<file path="config.mk">
export PLATFORM = sky130hd
export DESIGN_NAME = bcdx_exec
export DESIGN_NICKNAME = d
export VERILOG_FILES = /design/src/rtl/bcdx_pkg.sv /design/src/rtl/bcdx_exec.sv /design/src/rtl/bcdx_decadj.sv
export VERILOG_INCLUDE_DIRS = /design/src /design/src/rtl
export SDC_FILE = /design/constraint.sdc
export NUM_CORES = 1
export LEC_CHECK = 0
export BUFFER_PORTS_ARGS = -buffer_cell sky130_fd_sc_hd__buf_2
export CAP_MARGIN = 20
export CORE_ASPECT_RATIO = 2
export CORE_MARGIN = 3
export CORE_UTILIZATION = 40
export CTS_BUF_LIST = sky130_fd_sc_hd__clkbuf_8
export DETAILED_ROUTE_END_ITERATION = 16
export PLACE_DENSITY = 0.66
export SYNTH_ARGS = -nofsm -noshare
export SYNTH_HDL_FRONTEND = slang
export SYNTH_SLANG_ARGS = --single-unit
</file>
<file path="constraint.sdc">
create_clock -name clk -period 3.18 [get_ports clk]
set_input_delay 0.159 -clock clk [delete_from_list [all_inputs] [get_ports clk]]
set_output_delay 0.159 -clock clk [all_outputs]
set_load 0.02 [all_outputs]
</file>
<file path="src/rtl/bcdx_cfg.svh">
// Purpose: constants for the compare/branch, decimal adjust and decrement unit
// Assumes: included by the design modules bcdx_exec and bcdx_decadj
// Notes: opcodes and cycle counts as used by the execution sequencer
`ifndef BCDX_CFG_SVH
`define BCDX_CFG_SVH
`define BCDX_OP_DEC_R 8'h00
`define BCDX_OP_DEC_IR 8'h01
`define BCDX_OP_DA_R 8'h40
`define BCDX_OP_DA_IR 8'h41
`define BCDX_OP_CPIBE 8'hc2
`define BCDX_OP_CPIBU 8'hd2
`define BCDX_CYC_TAKEN 5'h12
`define BCDX_CYC_FALL 5'h10
`define BCDX_CYC_SHORT 5'h04
`define BCDX_LEN_BRANCH 16'h0003
`define BCDX_FLAG_C 7
`define BCDX_FLAG_Z 6
`define BCDX_FLAG_S 5
`define BCDX_FLAG_V 4
`define BCDX_FLAG_D 3
`define BCDX_FLAG_H 2
`define BCDX_ADD_06 8'h06
`define BCDX_ADD_60 8'h60
`define BCDX_ADD_66 8'h66
`define BCDX_SUB_FA 8'hfa
`define BCDX_SUB_A0 8'ha0
`define BCDX_SUB_9A 8'h9a
`endif

</file>
<file path="src/rtl/bcdx_pkg.sv">
// Purpose: types shared by the execution unit files
// Assumes: bcdx_cfg.svh holds the numbers
// Notes: none
package bcdx_pkg;
	// Instruction request from the decoder
	typedef struct packed {
		logic [7:0] opcode;
		logic [7:0] dst;
		logic [7:0] src;
		logic [7:0] ptr;
		logic [7:0] offset;
		logic [15:0] pc;
		logic [7:0] flags;
		logic sub_before;
	} bcdx_req_t;
	// Results toward register file, flags and program counter
	typedef struct packed {
		logic [7:0] dst_data;
		logic dst_we;
		logic [7:0] ptr_data;
		logic ptr_we;
		logic [7:0] flags;
		logic flags_we;
		logic [15:0] pc;
	} bcdx_res_t;
	typedef enum logic [2:0] {
		BCDX_IDLE = 3'b001,
		BCDX_BUSY = 3'b010,
		BCDX_DONE = 3'b100
	} bcdx_state_t;
endpackage

</file>
<file path="src/rtl/bcdx_exec.sv">
// Purpose: execution datapath for compare-increment-branch, decimal adjust, decrement
// Assumes: decoder presents operands already fetched; start is a one-cycle pulse
// Notes: holds busy for the documented cycle count less the start cycle, results on done
`timescale 1ns/1ps
`include "bcdx_cfg.svh"
module bcdx_exec
	import bcdx_pkg::*;
(
	input wire logic clk,
	input wire logic rst,
	input wire logic start,
	input wire bcdx_req_t req,
	output logic busy,
	output logic done,
	output logic illegal,
	output bcdx_res_t res
);
	bcdx_state_t state;
	bcdx_state_t next_state;
	logic [4:0] count;
	logic [4:0] next_count;
	bcdx_res_t next_res;
	logic next_illegal;
	logic [7:0] da_value;
	logic da_carry;
	logic [7:0] diff;
	logic [7:0] dec_value;
	logic take;
	logic [15:0] pc_after;
	logic [7:0] fl;

	// Z and S from a result byte; used by both flag-writing paths
	function automatic logic [1:0] bcdx_zs(input logic [7:0] v);
		bcdx_zs = {v == 8'h00, v[7]};
	endfunction

	bcdx_decadj i_bcdx_decadj (
		.value(req.dst),
		.carry_in(req.flags[`BCDX_FLAG_C]),
		.half_in(req.flags[`BCDX_FLAG_H]),
		.sub_mode(req.sub_before),
		.result(da_value),
		.carry_out(da_carry)
	);

	// Datapath terms, sampled only on start
	always_comb
	begin
		diff = req.dst - req.src;
		take = (req.opcode == `BCDX_OP_CPIBE) ? (diff == 8'h00) : (diff != 8'h00);
		pc_after = req.pc + `BCDX_LEN_BRANCH;
		dec_value = req.dst - 8'h01;
	end

	// Sequencer and result computation
	always_comb
	begin
		next_state = state;
		next_count = count;
		next_res = res;
		next_illegal = 1'b0;
		fl = req.flags;
		case (state)
			BCDX_IDLE:
			begin
				if (start)
				begin
					next_state = BCDX_BUSY;
					next_res = '0;
					next_res.flags = req.flags;
					next_res.pc = req.pc;
					case (req.opcode)
						`BCDX_OP_CPIBE, `BCDX_OP_CPIBU:
						begin
							next_res.ptr_data = req.ptr + 8'h01;
							next_res.ptr_we = 1'b1;
							next_res.flags_we = 1'b0;
							next_res.pc = take ? pc_after + {{8{req.offset[7]}}, req.offset}
								: pc_after;
							next_count = take ? `BCDX_CYC_TAKEN : `BCDX_CYC_FALL;
						end
						`BCDX_OP_DA_R, `BCDX_OP_DA_IR:
						begin
							next_res.dst_data = da_value;
							next_res.dst_we = 1'b1;
							// carry, zero, sign; V left as is
							fl[`BCDX_FLAG_C] = da_carry;
							{fl[`BCDX_FLAG_Z], fl[`BCDX_FLAG_S]} = bcdx_zs(da_value);
							next_res.flags = fl;
							next_res.flags_we = 1'b1;
							next_count = `BCDX_CYC_SHORT;
						end
						`BCDX_OP_DEC_R, `BCDX_OP_DEC_IR:
						begin
							next_res.dst_data = dec_value;
							next_res.dst_we = 1'b1;
							// overflow only from 80 to 7f
							{fl[`BCDX_FLAG_Z], fl[`BCDX_FLAG_S]} = bcdx_zs(dec_value);
							fl[`BCDX_FLAG_V] = (req.dst == 8'h80);
							next_res.flags = fl;
							next_res.flags_we = 1'b1;
							next_count = `BCDX_CYC_SHORT;
						end
						default:
						begin
							// Foreign opcode: refuse without side effects
							// Last result stays visible, a refused start is not accepted
							next_res = res;
							next_state = BCDX_IDLE;
							next_illegal = 1'b1;
						end
					endcase
				end
			end
			BCDX_BUSY:
			begin
				next_count = count - 5'h01;
				// Count includes the start cycle and the done cycle
				// done lands in cycle N-1 after the start edge
				if (count == 5'h03)
					next_state = BCDX_DONE;
			end
			BCDX_DONE:
			begin
				next_state = BCDX_IDLE;
				next_count = 5'h00;
			end
			default:
			begin
				next_state = BCDX_IDLE;
				next_count = 5'h00;
			end
		endcase
	end

	// State registers
	always_ff @(posedge clk)
	begin
		if (rst)
		begin
			state <= BCDX_IDLE;
			count <= 5'h00;
			res <= '0;
			illegal <= 1'b0;
		end
		else
		begin
			state <= next_state;
			count <= next_count;
			res <= next_res;
			illegal <= next_illegal;
		end
	end

	// Handshake outputs, combinational from state
	assign busy = (state != BCDX_IDLE);
	assign done = (state == BCDX_DONE);
endmodule

</file>
<file path="src/rtl/bcdx_decadj.sv">
// Purpose: combinational decimal adjust correction
// Assumes: byte is the result of a BCD add or subtract
// Notes: non-BCD inputs give an arbitrary but stable value
`timescale 1ns/1ps
`include "bcdx_cfg.svh"
module bcdx_decadj
	import bcdx_pkg::*;
(
	input wire logic [7:0] value,
	input wire logic carry_in,
	input wire logic half_in,
	input wire logic sub_mode,
	output logic [7:0] result,
	output logic carry_out
);
	logic [3:0] hi;
	logic [3:0] lo;
	logic [7:0] corr;
	assign hi = value[7:4];
	assign lo = value[3:0];
	// Correction choice; outside the table falls to no correction
	always_comb
	begin
		corr = 8'h00;
		carry_out = carry_in;
		if (!sub_mode)
		begin
			if (!carry_in && hi <= 4'h8 && !half_in && lo >= 4'ha)
				corr = `BCDX_ADD_06;
			else if (!carry_in && hi <= 4'h9 && half_in && lo <= 4'h3)
				corr = `BCDX_ADD_06;
			else if (!carry_in && hi >= 4'ha && !half_in && lo <= 4'h9)
				corr = `BCDX_ADD_60;
			else if (!carry_in && hi >= 4'h9 && !half_in && lo >= 4'ha)
				corr = `BCDX_ADD_66;
			else if (!carry_in && hi >= 4'ha && half_in && lo <= 4'h3)
				corr = `BCDX_ADD_66;
			else if (carry_in && hi <= 4'h2 && !half_in && lo <= 4'h9)
				corr = `BCDX_ADD_60;
			else if (carry_in && hi <= 4'h2 && !half_in)
				corr = `BCDX_ADD_66;
			else if (carry_in && hi <= 4'h3 && half_in && lo <= 4'h3)
				corr = `BCDX_ADD_66;
			// Carry set whenever the high digit is corrected
			carry_out = carry_in | (corr[7:4] != 4'h0);
		end
		else
		begin
			if (!carry_in && hi <= 4'h8 && half_in && lo >= 4'h6)
				corr = `BCDX_SUB_FA;
			else if (carry_in && hi >= 4'h7 && !half_in && lo <= 4'h9)
				corr = `BCDX_SUB_A0;
			else if (carry_in && hi >= 4'h6 && half_in && lo >= 4'h6)
				corr = `BCDX_SUB_9A;
			// Carry stays as it was before
			carry_out = carry_in;
		end
		result = value + corr;
	end
endmodule

</file>
==> flow_metrics.env, run 1 <==
export IMPL_regArea_mm2=0.00102
export IMPL_setup_viol=0
export IMPL_antenna_left=0
export IMPL_dieArea_mm2=0.0123
export IMPL_cp_max_fo=3
export IMPL_rsz0062_at_grt="false"
export IMPL_cpLargestDelayFamily="simple AND/OR/NAND/NOR gates"
export IMPL_cap_viol_max_count=0
export IMPL_max_clock_freq_mhz=339
export IMPL_vias=4766
export IMPL_cts_tree="done"
export IMPL_slew_headroom_pct=35.9
export IMPL_synth_edf_count=0
export IMPL_ys_async_sr_fraction_pct=0
export IMPL_portBuffers=113
export IMPL_yosys_area_top_type="dfxtp_1"
export IMPL_path_buf_inv=3
export IMPL_ioPinCount=114
export IMPL_num_rows=53
export IMPL_stdcell_count=832
export IMPL_synth_most_common_cell="nor2_1"
export IMPL_cp_slowest_cell="or4b_2"
export IMPL_powerDensity_mw_per_mm2=310
export IMPL_gp_congestion=0.864
export IMPL_syn_cell_area_mm2=0.00438
export IMPL_ff2ff_setup_slack_ns=0.98
export IMPL_p_leak_nw=2.48
export IMPL_synth_compound_area_share_pct=24.4
export IMPL_die_h_um=154
export IMPL_fillers=1108
export IMPL_ys_flop_type="dfxtp_1"
export IMPL_worstSkewPairLatency_ns=0.32
export IMPL_vdd_ir_drop_max_v=0.000222
export IMPL_drive_gt1_share_pct=24.2
export IMPL_yosysWarningCount=0
export IMPL_grt_start_max_net_pins=51
export IMPL_postCtsSetupBuffers=0
export IMPL_finalWirelength_mm=14.2
export IMPL_finalNetCount=801
export IMPL_synth_fp_nets=683
export IMPL_diodes=0
export IMPL_dp_hpwl_mm=11.4
export IMPL_hold_ws_ns=0.0772
export IMPL_crit_type="input port to register"
export IMPL_coreArea_mm2=0.0106
export IMPL_synthesis_area_per_instance_um2=7.60
export IMPL_slew_viol_final=0
export IMPL_hp_class="input port to register"
export IMPL_area_delta_synth_final_pct=21.4
export IMPL_synth_seq_area_share_pct=23.3
export IMPL_grt_pass1_wl_mm=22.1
export IMPL_die_x_um=80.0
export IMPL_vias_per_cell=5.73
export IMPL_ys_types=61
export IMPL_synthAdderAreaFrac_pct=11.2
export IMPL_drtIter0Drc=150
export IMPL_crit_path_end_kind="register"
export IMPL_synth_simple_gate_area_share_pct=21.9
export IMPL_h_tree_depth=2
export IMPL_dp_cells=825
export IMPL_worst_slew_pin_slew_ns=0.962
export IMPL_synth_top_family_by_area="compound AO/OA/AOI/OAI gates"
export IMPL_multi_input_area_mm2=0.00309
export IMPL_required_ns=3.44
export IMPL_clock_tree_root_cell="clkbuf_8"
export IMPL_cts_num_sinks=51
export IMPL_start_util_pct=41.3
export IMPL_ys_top_cells_by_count="nor2_1, dfxtp_1, a21oi_1"
export IMPL_min_period_ns=2.95
export IMPL_slowest_delay_ns=0.64
export IMPL_grt_pass1_vias=4683
export IMPL_outcome="finished, final reports clean"
export IMPL_cts_buffers=5
export IMPL_grt_usage_pct=22.6
export IMPL_timing_final_crit_share_pct=92.7
export IMPL_clk_path_buf_depth=2
export IMPL_antenna_found_initial=0
export IMPL_drc=0
export IMPL_fin_worst_skew_ns=0.00819
export IMPL_syn_inst=577
export IMPL_gr_total_overflow=0
export IMPL_synth_area_leaders="dfxtp_1, ha_1, xnor2_1"
export IMPL_cp_start_kind="input port"
export IMPL_synthMuxAreaShare_pct=3.31
export IMPL_crit_chain="buf_2 > inv_1 > ha_1 > o21bai_1 > and2_1 > and4_1 > o21bai_1 > a31o_2 > nand2_1 > ha_1 > inv_1 > fa_1 > xnor2_1 > or4b_2 > nor4_2 > a41o_1"
export IMPL_yosys_area_top_type_share_pct=23.3
export IMPL_hold_viol=0
export IMPL_ys_seq_elements=51
export IMPL_synth_xor_area_share_pct=9.36
export IMPL_firstDrtPassIters=5
export IMPL_cts_clk_slew_worst_paths_ns=0.10
export IMPL_wl_per_cell_um=17.0
export IMPL_worst_ep_arrival_time_ns=3.21
## worst paths after layout
path            start  endpoint  cells after the start
max reg2reg  state[2]    res[9]                      7
min reg2reg   res[40]   res[40]                      2
max           req[49]   res[23]                     16
min            req[2]   res[18]                      3
## sequential cells by signal (all words and copies together), names as in the netlist
name,count
res,42
count,5
state,3
illegal,1
## cell type report
type / instances / share of cell area [%]
sequential: 51 / 19.2
multi-input combinational: 457 / 58.1
clock inverter: 2 / 0.705
timing repair buffer: 143 / 14.9
inverter: 37 / 2.61
tap: 137 / 3.22
clock buffer: 5 / 1.29
## stage by stage
| step | total power, mW | util [%] | setup TNS [ns] | setup slack [ns] | cell area, µm² |
|---|---|---|---|---|---|
| finish | 1.65 | 50.2 | 0 | 0.232 | 5320 |
| global route | 1.74 | 50.2 | 0 | 0.0112 | 5320 |
| floorplan | 1.02 | - | 0 | 0.126 | 4380 |
| detailed placement | 1.20 | 49.1 | -0.391 | -0.154 | 5210 |
| CTS | 1.67 | 50.1 | 0 | 0.179 | 5320 |
| global placement | 1.18 | 49.1 | -0.0650 | -0.0416 | 5210 |
## worst register-to-register path, stage by stage, from the launching register on
cell and delay, ns:
dfxtp_1 0.37, nor3b_2 0.38, inv_1 0.20, nor2_1 0.12
nand2_1 0.11, or2_2 0.48, o32ai_1 0.34, a31o_2 0.14
## metal layers
| layer | part of all wire, % | track usage, % |
|---|---|---|
| met2 | 56 | 44.6 |
| met4 | 4.6 | 11.6 |
| met1 | 34 | 21.4 |
| met3 | 5.1 | 2.93 |
| met5 | 0 | 0 |
## where the power goes
group	internal [mW]	switching [mW]	leakage, nW
clock	0.230	0.230	0.0502
combinational	0.240	0.307	2.02
sequential	0.643	0.00233	0.411
total	1.11	0.539	2.48
## cell families (layout without fill, tap and decap cells)
logic type,count (synthesis),count (layout)
fa+ha+maj,38,38
simple gates,195,195
buf+inv,69,187
compound gates,164,164
flops,51,51
xor+xnor,46,46
mux,14,14
## placed cells by master, fill, tap and decap left out, drive strengths merged, types with 6 or more instances in the layout
master  count
nand3b      7
xor2       13
xnor2      33
ha         36
or2         6
o21ai      23
a22oi      19
dfxtp      51
nand2b      7
nor3       15
nor2       54
a21o        6
o22ai      17
buf       143
a21oi      49
nand3      24
a31oi       7
inv        37
nand4       7
mux2i      13
nand2      46
## repair_timing
| item | CTS | global route |
|---|---|---|
| setup endpoints to repair | 0 | 2 |
| hold buffers | 0 | 0 |
| resized for setup | 0 | 3 |
No activity file was read; power rests on OpenSTA's default activity.
==> run 2: changes to the inputs <==
==> constraint.sdc (replaced) <==
create_clock -name clk -period 3.18 [get_ports clk]
set_input_delay 0.318 -clock clk [delete_from_list [all_inputs] [get_ports clk]]
set_output_delay 0.318 -clock clk [all_outputs]
set_load 0.02 [all_outputs]
==> run 2 against run 1 <==
Net effect: wire length up 4.6%; critical path depth is 3 higher; worst hold slack better by 0.16 ns; critical endpoint is now res[22]; power is 4.0% higher.
==> flow_metrics.env, run 2 (synthesis results as in run 1) <==
export IMPL_ioPinCount=114
export IMPL_clock_tree_root_cell="clkbuf_8"
export IMPL_grt_start_max_net_pins=51
export IMPL_required_ns=3.37
export IMPL_vias_per_cell=5.57
export IMPL_grt_pass1_wl_mm=23.3
export IMPL_crit_path_end_kind="register"
export IMPL_num_rows=53
export IMPL_top_register="res"
export IMPL_dieArea_mm2=0.0123
export IMPL_outcome="finished, final reports clean"
export IMPL_cts_tree="done"
export IMPL_antenna_found_initial=0
export IMPL_cts_clk_slew_worst_paths_ns=0.10
export IMPL_setup_viol=0
export IMPL_hp_class="input port to register"
export IMPL_utilization_pct=52.9
export IMPL_worstSkewPairLatency_ns=0.31
export IMPL_dp_cells=851
export IMPL_clk_path_buf_depth=2
export IMPL_fin_ws_ns=0.138
export IMPL_drive_gt1_share_pct=29.1
export IMPL_place_ws_ns=-0.280
export IMPL_min_period_ns=3.04
export IMPL_cap_viol_max_count=0
export IMPL_cp_start_kind="input port"
export IMPL_die_x_um=80.0
export IMPL_reg_top3="res: 42 flops, count: 5 flops, state: 3 flops"
export IMPL_wl_per_cell_um=17.2
export IMPL_finalWirelength_mm=14.8
export IMPL_worst_slew_pin_slew_ns=1.00
export IMPL_diodes=0
export IMPL_fin_worst_skew_ns=0.00410
export IMPL_area_delta_synth_final_pct=28.1
export IMPL_crit_type="input port to register"
export IMPL_reg2reg_depth=7
export IMPL_worst_ep_arrival_time_ns=3.23
export IMPL_mostFrequentLayoutCell="buf_2"
export IMPL_coreArea_mm2=0.0106
export IMPL_portBuffers=113
export IMPL_finalNetCount=829
export IMPL_powerDensity_mw_per_mm2=306
export IMPL_hold_viol=0
export IMPL_grt_pass1_vias=4868
export IMPL_p_leak_nw=2.63
export IMPL_gr_total_overflow=0
export IMPL_h_tree_depth=2
export IMPL_vdd_ir_drop_max_v=0.000271
export IMPL_vias=4796
export IMPL_drtIter0Drc=258
export IMPL_cts_num_sinks=51
export IMPL_drc=0
export IMPL_stdcell_count=861
export IMPL_dp_hpwl_mm=11.8
export IMPL_timing_final_crit_share_pct=95.7
export IMPL_largest_reg_flops=42
export IMPL_mostFrequentLayoutCells="buf_2, buf_4, nor2_1"
export IMPL_slew_viol_final=0
export IMPL_gp_congestion=0.892
export IMPL_start_util_pct=41.3
export IMPL_grt_usage_pct=23.9
export IMPL_hold_depth=3
export IMPL_hold_ws_ns=0.235
export IMPL_cp_max_fo=3
export IMPL_max_clock_freq_mhz=329
export IMPL_die_h_um=154
export IMPL_cts_buffers=5
export IMPL_slew_headroom_pct=33.2
export IMPL_firstDrtPassIters=5
export IMPL_antenna_left=0
run 2: changes by cell type in the layout (fill, tap and decap cells not counted), moves of 2 or more:
cell / delta
a21oi_2: +2
a21oi_1: -2
o21ai_1: +2
ha_2: +3
o21ai_0: -3
ha_1: -3
buf_4: +28
run 2: what timing repair did:
item,CTS,global route
setup buffers,0,2
hold buffers,0,0
setup endpoints to repair,0,6
gates resized for setup,0,22
run 2: layout make-up:
type | instances | area (µm²)
Timing Repair Buffer | 171 | 1000
Fill cell | 1069 | 5000
Inverter | 37 | 139
Tap cell | 137 | 171
Clock inverter | 2 | 35.0
Sequential cell | 51 | 1020
Multi-Input combinational cell | 457 | 3160
Clock buffer | 6 | 82.6
run 2: critical path: stages:
cell	delay, ns
buf_2	0.10
inv_1	0.06
ha_2	0.19
o21bai_1	0.17
and2_4	0.19
and4_1	0.18
o21bai_1	0.08
a31o_2	0.22
nand2_1	0.06
ha_2	0.17
inv_1	0.06
fa_2	0.36
nor2b_1	0.12
o21ai_1	0.10
a21boi_1	0.22
o21ai_2	0.11
and3_4	0.17
o31ai_4	0.26
a211oi_2	0.09
run 2: where the power goes:
part | leakage (nW) | switching, mW | internal, mW | total, mW
Combinational | 2.15 | 0.319 | 0.268 | 0.588
Clock | 0.0612 | 0.230 | 0.255 | 0.485
Sequential | 0.411 | 0.00222 | 0.643 | 0.645
run 2: layer usage:
metal  share of wire (%)  routed length (µm)  vias to the layer above  global-route usage (%)
li1                    -                   -                     2365                       -
met4                 4.6                 677                        0                    12.4
met2                  57                8410                      167                    46.7
met3                 5.2                 770                       34                    2.34
met5                   0                   0                        -                       0
met1                  34                4980                     2230                    23.4
run 2: final timing paths:
path              startpoint      end  slack, ns
hold / removal        req[1]  res[17]       0.24
setup reg to reg    state[0]   res[9]       0.97
setup / recovery     req[49]  res[22]       0.14
hold reg to reg      res[36]  res[36]       0.46
run 2: stage by stage:
step / setup TNS, ns / cell area [µm²] / total power [mW]
final: 0 / 5610 / 1.72
after global placement: -0.623 / 5410 / 1.21
after CTS: 0 / 5520 / 1.72
after global routing: -0.203 / 5610 / 1.82
after floorplan: 0 / 4390 / 1.02
after detailed placement: -1.06 / 5410 / 1.22
